<file path="src/hbw_defs.svh">
// Constants of the host bus width and word swap block.
`ifndef HBW_DEFS_SVH
`define HBW_DEFS_SVH
`define HBW_CFG_WIDTH_BIT 2
`define HBW_HALF_W 16
`define HBW_SWAP_ALL_ONES 32'hffffffff
`define HBW_CFG_RESET 32'h00000000
`define HBW_SWAP_NONE 32'h00000000
`define HBW_HI_MSB 31
`define HBW_HI_LSB 16
`define HBW_LO_MSB 15
`define HBW_OE_LOW_ONLY 32'h0000ffff
`define HBW_OE_ALL 32'hffffffff
`endif

</file>
<file path="src/hbw_pkg.sv">
// Types shared by the host bus width and word swap block.
package hbw_pkg;
	typedef struct packed {
		logic cs;
		logic wr;
		logic rd;
		logic a1;
		logic [29:0] dw_addr;
		logic [31:0] wdata;
	} hbw_host_req_t;
	typedef struct packed {
		logic wr;
		logic rd_adv;
		logic [29:0] dw_addr;
		logic [31:0] wdata;
	} hbw_int_req_t;
	typedef enum logic [2:0] {
		HBW_IDLE = 3'h1,
		HBW_HAVE_LO = 3'h2,
		HBW_HAVE_HI = 3'h4
	} hbw_pair_t;
	typedef struct packed {
		logic bus16;
		logic strap_taken;
		hbw_pair_t wpair;
		hbw_pair_t rpair;
		logic [15:0] whold;
		logic [31:0] rdata;
		logic [31:0] d_out;
		logic d_oe_lo;
		logic d_oe_hi;
		hbw_int_req_t ireq;
		logic [31:0] cfg;
		logic rd_drop;
		logic wr_drop;
	} hbw_state_t;
endpackage

</file>
<file path="src/hbw_host_port.sv">
// Host port width adapter: 16/32-bit pairing and word swap mapping.
`timescale 1ns/1ns
`include "hbw_defs.svh"
module hbw_host_port
(
	input wire logic mclk,
	input wire logic resetn,
	input wire logic serial_memory_data_strap_pin,
	input wire logic [31:0] word_swap,
	input wire hbw_pkg::hbw_host_req_t host_req,
	input wire logic [31:0] int_rdata,
	output logic [31:0] d_out,
	output logic [31:0] d_oe,
	output logic [31:0] hardware_configuration,
	output hbw_pkg::hbw_int_req_t int_req,
	output logic rd_pair_reset,
	output logic wr_discard
);
	hbw_pkg::hbw_state_t s_ff;
	hbw_pkg::hbw_state_t nxt_s;

	// Returns 1 when the half selected by a1 is the high internal word.
	function automatic logic hi_word(input logic a1, input logic [31:0] sw);
		if (sw == `HBW_SWAP_ALL_ONES)
			hi_word = ~a1;
		else
			hi_word = a1;
	endfunction

	// Picks the half of a doubleword that a 16-bit access moves.
	function automatic logic [15:0] pick_half(input logic hi,
		input logic [31:0] w);
		if (hi)
			pick_half = w[`HBW_HI_MSB:`HBW_HI_LSB];
		else
			pick_half = w[`HBW_LO_MSB:0];
	endfunction

	// True when an access hits the half that its pair already holds.
	function automatic logic same_half(input logic hi,
		input hbw_pkg::hbw_pair_t pair);
		same_half = hi == (pair == hbw_pkg::HBW_HAVE_HI);
	endfunction

	// Puts a half-word on the low lines; the upper lines read as zero.
	function automatic logic [31:0] low_lines(input logic [15:0] h);
		low_lines = {{`HBW_HALF_W{1'b0}}, h};
	endfunction

	logic hsel;
	logic [31:0] merged;

	always_comb
	begin
		nxt_s = s_ff;
		hsel = hi_word(host_req.a1, word_swap);
		merged = 32'h00000000;
		nxt_s.ireq.wr = 1'b0;
		nxt_s.ireq.rd_adv = 1'b0;
		nxt_s.rd_drop = 1'b0;
		nxt_s.wr_drop = 1'b0;
		nxt_s.d_oe_lo = 1'b0;
		nxt_s.d_oe_hi = 1'b0;
		// The strap is caught once on the first clock after reset release.
		if (!s_ff.strap_taken)
		begin
			nxt_s.strap_taken = 1'b1;
			nxt_s.bus16 = ~serial_memory_data_strap_pin;
			nxt_s.cfg = `HBW_CFG_RESET;
			nxt_s.cfg[`HBW_CFG_WIDTH_BIT] = serial_memory_data_strap_pin;
		end
		else if (host_req.cs && !s_ff.bus16)
		begin
			// Native width: a single access is the whole transfer.
			nxt_s.ireq.dw_addr = host_req.dw_addr;
			nxt_s.ireq.wdata = host_req.wdata;
			nxt_s.ireq.wr = host_req.wr;
			nxt_s.ireq.rd_adv = host_req.rd;
			if (host_req.rd)
			begin
				nxt_s.d_out = int_rdata;
				nxt_s.d_oe_lo = 1'b1;
				nxt_s.d_oe_hi = 1'b1;
			end
		end
		else if (host_req.cs && host_req.wr)
		begin
			unique case (s_ff.wpair)
				hbw_pkg::HBW_IDLE:
				begin
					nxt_s.whold = host_req.wdata[15:0];
					nxt_s.ireq.dw_addr = host_req.dw_addr;
					nxt_s.wpair = hsel ? hbw_pkg::HBW_HAVE_HI
						: hbw_pkg::HBW_HAVE_LO;
				end
				hbw_pkg::HBW_HAVE_LO, hbw_pkg::HBW_HAVE_HI:
				begin
					if (same_half(hsel, s_ff.wpair))
					begin
						// Same half twice: drop the whole doubleword.
						nxt_s.wr_drop = 1'b1;
						nxt_s.wpair = hbw_pkg::HBW_IDLE;
					end
					else
					begin
						if (hsel)
							merged = {host_req.wdata[15:0], s_ff.whold};
						else
							merged = {s_ff.whold, host_req.wdata[15:0]};
						nxt_s.ireq.wdata = merged;
						nxt_s.ireq.wr = 1'b1;
						nxt_s.wpair = hbw_pkg::HBW_IDLE;
					end
				end
				default:
					nxt_s.wpair = hbw_pkg::HBW_IDLE;
			endcase
		end
		else if (host_req.cs && host_req.rd)
		begin
			// Both halves come from one snapshot so the pair is coherent.
			unique case (s_ff.rpair)
				hbw_pkg::HBW_IDLE:
				begin
					nxt_s.rdata = int_rdata;
					nxt_s.d_out = low_lines(pick_half(hsel, int_rdata));
					nxt_s.ireq.dw_addr = host_req.dw_addr;
					nxt_s.rpair = hsel ? hbw_pkg::HBW_HAVE_HI
						: hbw_pkg::HBW_HAVE_LO;
				end
				hbw_pkg::HBW_HAVE_LO, hbw_pkg::HBW_HAVE_HI:
				begin
					nxt_s.d_out = low_lines(pick_half(hsel, s_ff.rdata));
					if (same_half(hsel, s_ff.rpair))
						nxt_s.rd_drop = 1'b1;
					else
						nxt_s.ireq.rd_adv = 1'b1;
					nxt_s.rpair = hbw_pkg::HBW_IDLE;
				end
				default:
					nxt_s.rpair = hbw_pkg::HBW_IDLE;
			endcase
			nxt_s.d_oe_lo = 1'b1;
			nxt_s.d_oe_hi = 1'b0;
		end
	end

	always_ff @(posedge mclk)
	begin
		if (!resetn)
		begin
			s_ff <= '0;
			s_ff.wpair <= hbw_pkg::HBW_IDLE;
			s_ff.rpair <= hbw_pkg::HBW_IDLE;
		end
		else
			s_ff <= nxt_s;
	end

	assign d_out = s_ff.d_out;
	assign d_oe = {{`HBW_HALF_W{s_ff.d_oe_hi}}, {`HBW_HALF_W{s_ff.d_oe_lo}}};
	assign hardware_configuration = s_ff.cfg;
	assign int_req = s_ff.ireq;
	assign rd_pair_reset = s_ff.rd_drop;
	assign wr_discard = s_ff.wr_drop;

	// Each check on an access looks one edge after it, where the answer stands.
	// A dropped pair leaves no trace on the internal side, so the pulses
	// and the pair state are watched together.

	a_upper_undriven: assert property (
		@(posedge mclk) disable iff (!resetn)
		s_ff.bus16 |-> d_oe[`HBW_HI_MSB:`HBW_HI_LSB] == 16'h0000)
		else $error("upper data lines driven in 16-bit width");

	a_width_report: assert property (
		@(posedge mclk) disable iff (!resetn)
		s_ff.strap_taken
		|-> hardware_configuration[`HBW_CFG_WIDTH_BIT] == ~s_ff.bus16)
		else $error("width bit does not match strap");

	a_cfg_hold: assert property (
		@(posedge mclk) disable iff (!resetn)
		(s_ff.strap_taken && $past(s_ff.strap_taken))
		|-> $stable(hardware_configuration))
		else $error("width report changed without reset");

	a_discard_nowr: assert property (
		@(posedge mclk) disable iff (!resetn)
		wr_discard |-> !int_req.wr)
		else $error("discarded pair still wrote");

	a_wr_drop_clear: assert property (
		@(posedge mclk) disable iff (!resetn)
		wr_discard |-> s_ff.wpair == hbw_pkg::HBW_IDLE)
		else $error("write pairing not cleared after discard");

	a_pair_commit: assert property (
		@(posedge mclk) disable iff (!resetn)
		(s_ff.bus16 && int_req.wr)
		|-> $past(s_ff.wpair) != hbw_pkg::HBW_IDLE)
		else $error("16-bit write committed after one half");

	a_wr_spacing: assert property (
		@(posedge mclk) disable iff (!resetn)
		(s_ff.bus16 && int_req.wr) |=> !int_req.wr)
		else $error("16-bit writes committed on adjacent cycles");

	a_wr_first_hold: assert property (
		@(posedge mclk) disable iff (!resetn)
		(s_ff.strap_taken && s_ff.bus16 && host_req.cs && host_req.wr
		&& s_ff.wpair == hbw_pkg::HBW_IDLE) |=> !int_req.wr
		&& s_ff.whold == $past(host_req.wdata[`HBW_LO_MSB:0]))
		else $error("first write half not held back");

	a_wr_first_addr: assert property (
		@(posedge mclk) disable iff (!resetn)
		(s_ff.strap_taken && s_ff.bus16 && host_req.cs && host_req.wr
		&& s_ff.wpair == hbw_pkg::HBW_IDLE)
		|=> int_req.dw_addr == $past(host_req.dw_addr))
		else $error("pair address not taken from first half");

	a_rd_restart: assert property (
		@(posedge mclk) disable iff (!resetn)
		rd_pair_reset |-> s_ff.rpair == hbw_pkg::HBW_IDLE)
		else $error("read pairing not cleared");

	a_rd_drop_noadv: assert property (
		@(posedge mclk) disable iff (!resetn)
		rd_pair_reset |-> !int_req.rd_adv)
		else $error("repeated half read still advanced");

	a_rd_first_snap: assert property (
		@(posedge mclk) disable iff (!resetn)
		(s_ff.strap_taken && s_ff.bus16 && host_req.cs && host_req.rd
		&& !host_req.wr && s_ff.rpair == hbw_pkg::HBW_IDLE)
		|=> !int_req.rd_adv && s_ff.rdata == $past(int_rdata))
		else $error("first read half advanced or lost the word");

	a_rd_second_adv: assert property (
		@(posedge mclk) disable iff (!resetn)
		(s_ff.strap_taken && s_ff.bus16 && host_req.cs && host_req.rd
		&& !host_req.wr && s_ff.rpair != hbw_pkg::HBW_IDLE
		&& !same_half(hsel, s_ff.rpair)) |=> int_req.rd_adv)
		else $error("completed read pair did not advance");

	a_rd_spacing: assert property (
		@(posedge mclk) disable iff (!resetn)
		(s_ff.bus16 && int_req.rd_adv) |=> !int_req.rd_adv)
		else $error("16-bit reads advanced on adjacent cycles");

	a_rd_oe_low: assert property (
		@(posedge mclk) disable iff (!resetn)
		(s_ff.strap_taken && s_ff.bus16 && host_req.cs && host_req.rd
		&& !host_req.wr) |=> d_oe == `HBW_OE_LOW_ONLY)
		else $error("16-bit read enables wrong lines");

	a_rd16_upper_zero: assert property (
		@(posedge mclk) disable iff (!resetn)
		(s_ff.strap_taken && s_ff.bus16 && host_req.cs && host_req.rd
		&& !host_req.wr) |=> d_out[`HBW_HI_MSB:`HBW_HI_LSB] == 16'h0000)
		else $error("16-bit read data has upper bits set");

	a_native_single: assert property (
		@(posedge mclk) disable iff (!resetn)
		(s_ff.strap_taken && !s_ff.bus16 && host_req.cs && host_req.wr)
		|=> int_req.wr && int_req.wdata == $past(host_req.wdata))
		else $error("32-bit write not passed through whole");

	a_native_read: assert property (
		@(posedge mclk) disable iff (!resetn)
		(s_ff.strap_taken && !s_ff.bus16 && host_req.cs && host_req.rd)
		|=> d_oe == `HBW_OE_ALL && d_out == $past(int_rdata))
		else $error("32-bit read not returned whole");

	a_native_no_pair: assert property (
		@(posedge mclk) disable iff (!resetn)
		(s_ff.strap_taken && !s_ff.bus16) |-> !wr_discard && !rd_pair_reset)
		else $error("pairing error flagged in 32-bit width");

	a_swap_lo_first: assert property (
		@(posedge mclk) disable iff (!resetn)
		(s_ff.strap_taken && s_ff.bus16 && host_req.cs && host_req.wr
		&& s_ff.wpair == hbw_pkg::HBW_HAVE_LO
		&& word_swap == `HBW_SWAP_NONE && host_req.a1)
		|=> int_req.wdata[`HBW_LO_MSB:0] == $past(s_ff.whold))
		else $error("A1 low half not placed in low word");

	a_swap_other: assert property (
		@(posedge mclk) disable iff (!resetn)
		(s_ff.strap_taken && s_ff.bus16 && host_req.cs && host_req.wr
		&& s_ff.wpair == hbw_pkg::HBW_HAVE_HI
		&& word_swap != `HBW_SWAP_ALL_ONES && !host_req.a1) |=> int_req.wr
		&& int_req.wdata[`HBW_LO_MSB:0] == $past(host_req.wdata[`HBW_LO_MSB:0]))
		else $error("default mapping put A1 low in high word");

	a_swap_mode: assert property (
		@(posedge mclk) disable iff (!resetn)
		(s_ff.strap_taken && s_ff.bus16 && host_req.cs && host_req.wr
		&& s_ff.wpair == hbw_pkg::HBW_IDLE && word_swap == `HBW_SWAP_ALL_ONES
		&& !host_req.a1) |=> s_ff.wpair == hbw_pkg::HBW_HAVE_HI)
		else $error("swapped A1 low not taken as high word");

	a_swap_hi_first: assert property (
		@(posedge mclk) disable iff (!resetn)
		(s_ff.strap_taken && s_ff.bus16 && host_req.cs && host_req.wr
		&& s_ff.wpair == hbw_pkg::HBW_HAVE_LO
		&& word_swap == `HBW_SWAP_ALL_ONES && !host_req.a1) |=> int_req.wr
		&& int_req.wdata[`HBW_HI_MSB:`HBW_HI_LSB] == $past(host_req.wdata[`HBW_LO_MSB:0]))
		else $error("swapped mapping put A1 low in low word");
endmodule

</file>
<file path="config.mk">
export PLATFORM = sky130hd
export DESIGN_NAME = hbw_host_port
export DESIGN_NICKNAME = d
export VERILOG_FILES = /design/src/hbw_pkg.sv /design/src/hbw_host_port.sv
export VERILOG_INCLUDE_DIRS = /design/src
export SDC_FILE = /design/constraint.sdc
export NUM_CORES = 1
export LEC_CHECK = 0
export BUFFER_PORTS_ARGS = -buffer_cell sky130_fd_sc_hd__clkbuf_2
export CORE_MARGIN = 2
export CORE_UTILIZATION = 40
export CTS_BUF_LIST = sky130_fd_sc_hd__clkbuf_2
export CTS_CLUSTER_SIZE = 10
export DETAILED_ROUTE_END_ITERATION = 16
export PLACE_DENSITY = 0.67
export SKIP_CTS_REPAIR_TIMING = 1
export SYNTH_ARGS = -nofsm -noshare
export SYNTH_HDL_FRONTEND = slang
export SYNTH_SLANG_ARGS = --single-unit
</file>
<file path="constraint.sdc">
create_clock -name mclk -period 2.4 [get_ports mclk]
set_input_delay 0.36 -clock mclk [delete_from_list [all_inputs] [get_ports mclk]]
set_output_delay 0.36 -clock mclk [all_outputs]
set_load 0.01 [all_outputs]
</file>
==> impl_metrics.toml <==
[yosys]
ys_ff_latch = 157
synth_top_area_share_pct = 38.2
synth-simple-area-share_pct = 18.7
synth_top_family_by_area = "compound AO/OA/AOI/OAI gates"
synth-async-reset-ratio_pct = 0
synth_xor_area_share_pct = 0.106
ys_warn_count = 0
muxShareOfSynthArea_pct = 2.19
synthDistinctLibCells = 49
ys_seq_area_share_pct = 38.2
synth_area_leaders = "dfxtp_1 (38%), buf_4 (15%), nand2_1 (8.6%)"
synth_area_per_cell_um2 = 8.02
synthAdderAreaFrac_pct = 0
netlist_instances = 1026
synth_area_mm2 = 0.00823
synth_edf_count = 0
synth_compound_area_share_pct = 21.1
synth_top_cell_by_area = "dfxtp_1"
synth_top_flop_cell = "dfxtp_1"

[setup_path]
cp-end-kind = "flip-flop"
crit_required_ps = 2990
reg2reg_from = "s_ff[183]$_SDFFE_PN1P_"
rrSetupSlack_ps = 360
startpoint_type = "flip-flop"
cp_max_fo = 18
crit_arrival_ps = 2630
rr_worst_depth = 6
crit_type = "flip-flop to flip-flop"
reg2reg_to = "int_req[17]$_SDFFE_PN0P_"

[global_route]
gr-total-overflow = 0
grt_pass1_wl_mm = 34.4
grt.total_usage_pct = 19.5
use_met1_pct = 25.8
grt_pass1_vias = 6573
use_met2_pct = 32.6
antenna_found_initial = 0
top_usage_layer = "met2"
grtUsageMet3_pct = 4.66
grt_max_degree = 54

[status]
outcome = "finished, final reports clean"

[sta]
skew_ps = 47.5
grt_setup_unrepaired = "false"
setup_tns_ps = 0
fmax_ghz = 0.489
maxSlewViolCount = 0
worst_pin_slew_ps = 546
hold_violations = 0
finalSetupViolations = 0
slew_headroom_pct = 63.6
min_period_over_period_pct = 85.2
holdWs_ps = 78.0
period_needed_ps = 2040

[place]
dp_hpwl_mm = 15.2
io_buffer_count = 263
gp_congestion = 0.809

[floorplanning]
ioPinCount = 295
die_w_um = 147
start_util_pct = 40.7
coreArea_mm2 = 0.0202
die_h_um = 147
die_area_mm2 = 0.0217
num_rows = 52

[hold_path]
holdCritStartpoint = "host_req[27]"
min_to = "int_req[27]$_SDFFE_PN0P_"
hold_depth = 4
hold_path.class = "input port to flip-flop"

[detailed_routing]
via_count = 7548
dr.pass1.iters = 6
postRouteAntennaNets = 0
drt-initial-drc-count = 446
postRouteWirelength_mm = 22.9
viasPerCell = 5.03
drc_errors = 0
wire_per_inst_um = 15.3

[power_and_ir_drop]
p_comb_share_pct = 16.9
power.switching_mw = 1.46
power.density_mw_per_mm2 = 519
pwr-share-seq_pct = 53.8
p_int_mw = 3.67
clockPowerShare_pct = 29.3
swShare_pct = 28.5
vdd_drop_max_mv = 0.374
p_leak_nw = 4.24

[clock_tree]
htreeDepth = 4
clkSinkCount = 157
cts_tree = "built"
cts_buffers = 17
clkSlewWorstSetupHoldPaths_ps = 230
root_buffer = "clkbuf_2"
insertion_delay_ps = 710
clockBufferDepth = 2

[layout]
drive_gt1_share_pct = 28.7
fin_nets = 1353
syn_to_final_growth_pct = 20.2
antenna_cells = 0
fill_cells = 1956

[flow_run]
maxCapViolCount = 0
[stage by stage]
| stage | worst slack (ps) | power, mW | instance area, um^2 | util, % | cells |
|---|---|---|---|---|---|
| 2_1_floorplan | 346 | 3.38 | 8340 | - | 1056 |
| 3_3_place_gp | 159 | 3.56 | 8820 | 43.6 | 1388 |
| 3_5_place_dp | 130 | 3.57 | 8820 | 43.6 | 1388 |
| 4_1_cts | 322 | 5.08 | 9060 | 44.8 | 1418 |
| 5_1_grt | 193 | 5.38 | 9890 | 48.9 | 1501 |
| 6_report | 356 | 5.13 | 9890 | 48.9 | 1501 |
[worst max-delay path, cell delays in order, from the launching register on]
cell and delay, ps:
dfxtp_1 420, or4b_1 540, a32o_2 280, a31oi_4 140, buf_4 270, nor3_1 90, a41o_1 210
[Yosys cell counts (2+ instances only)]
cell      number
nor2_1        44
nand4_1       12
nand3b_1       2
inv_2          2
a41o_1        16
a41oi_1        7
clkbuf_1      54
o21ai_0       30
a31oi_1       29
nor3_1        32
buf_4        163
and3_1         6
o21ai_1        7
a211oi_2      16
and2_1        17
buf_2          9
nand2b_1      17
inv_1         17
a21oi_2        2
nand3_1        8
dfxtp_1      157
a222oi_1       3
a21oi_1       89
mux2i_1       18
nor2b_1        4
a21boi_0      16
a22oi_1       33
buf_6          6
nand2_1      189
nor3b_1        2
[placed cells by master, fill, tap and decap left out, types with 4 or more instances in the layout]
cell             n
a21boi_0        16
a22oi_1         33
o21ai_0         30
nand3_1          8
nor3_1          32
nor2_1          43
dlygate4sd3_1   83
a41oi_1          7
buf_12           9
inv_1           17
a21oi_1         89
conb_1          31
o21ai_1          7
buf_4           23
mux2i_1         18
nand2_1        189
nand4_1         12
dfxtp_1        157
clkbuf_2       281
nor2b_1          4
a31oi_1         28
nand2b_1        17
and3_1           6
a211oi_2        16
and2_1          17
a41o_1          16
[kinds of logic after synthesis]
group / count (synthesis)
mux: 18
buf+inv: 252
xor+xnor: 1
other cells: 1
compound gates: 255
simple gates: 342
flops: 157
[power by group through the flow]
stage	registers [mW]	logic, mW	clock network, mW
after floorplan	2.79	0.591	0
after global placement	2.81	0.750	0
after detailed placement	2.81	0.759	0
after CTS	2.76	0.762	1.56
after global routing	2.77	0.949	1.66
final	2.76	0.868	1.51
[worst max-delay path by stage]
stage	cells after the start	startpoint	slack (ps)	endpoint
2_1_floorplan	8	word_swap[15]	350	int_req[26]$_SDFFE_PN0P_
5_1_grt	1	d_oe[0]$_SDFF_PN0_	190	d_oe[4]
6_report	6	s_ff[183]$_SDFFE_PN1P_	360	int_req[17]$_SDFFE_PN0P_
3_5_place_dp	8	word_swap[15]	130	wr_discard$_SDFF_PP0_
3_3_place_gp	9	word_swap[10]	160	int_req[30]$_SDFFE_PN0P_
4_1_cts	1	d_oe[0]$_SDFF_PN0_	320	d_oe[12]
[per-layer routing]
metal	routed length, um	up-vias
li1	-	3728
met1	9890	3505
met2	11300	293
met3	1530	22
met4	249	0
met5	0	-
[state kept, by name, indices dropped and copies added, names as in the netlist]
register	flops
rd_pair_reset	1
d_out	32
d_oe	2
wr_discard	1
int_req	64
hardware_configuration	1
s_ff	56
[final cells by class]
class	instances	area (um^2)	area share, %
multi-input combinational	647	3600	36.4
sequential	157	3140	31.8
timing repair buffer	378	2500	25.3
tap	270	338	3.42
clock inverter	12	145	1.47
clock buffer	18	90.1	0.911
inverter	19	73.8	0.746
Power figures use the tool's default switching activity.
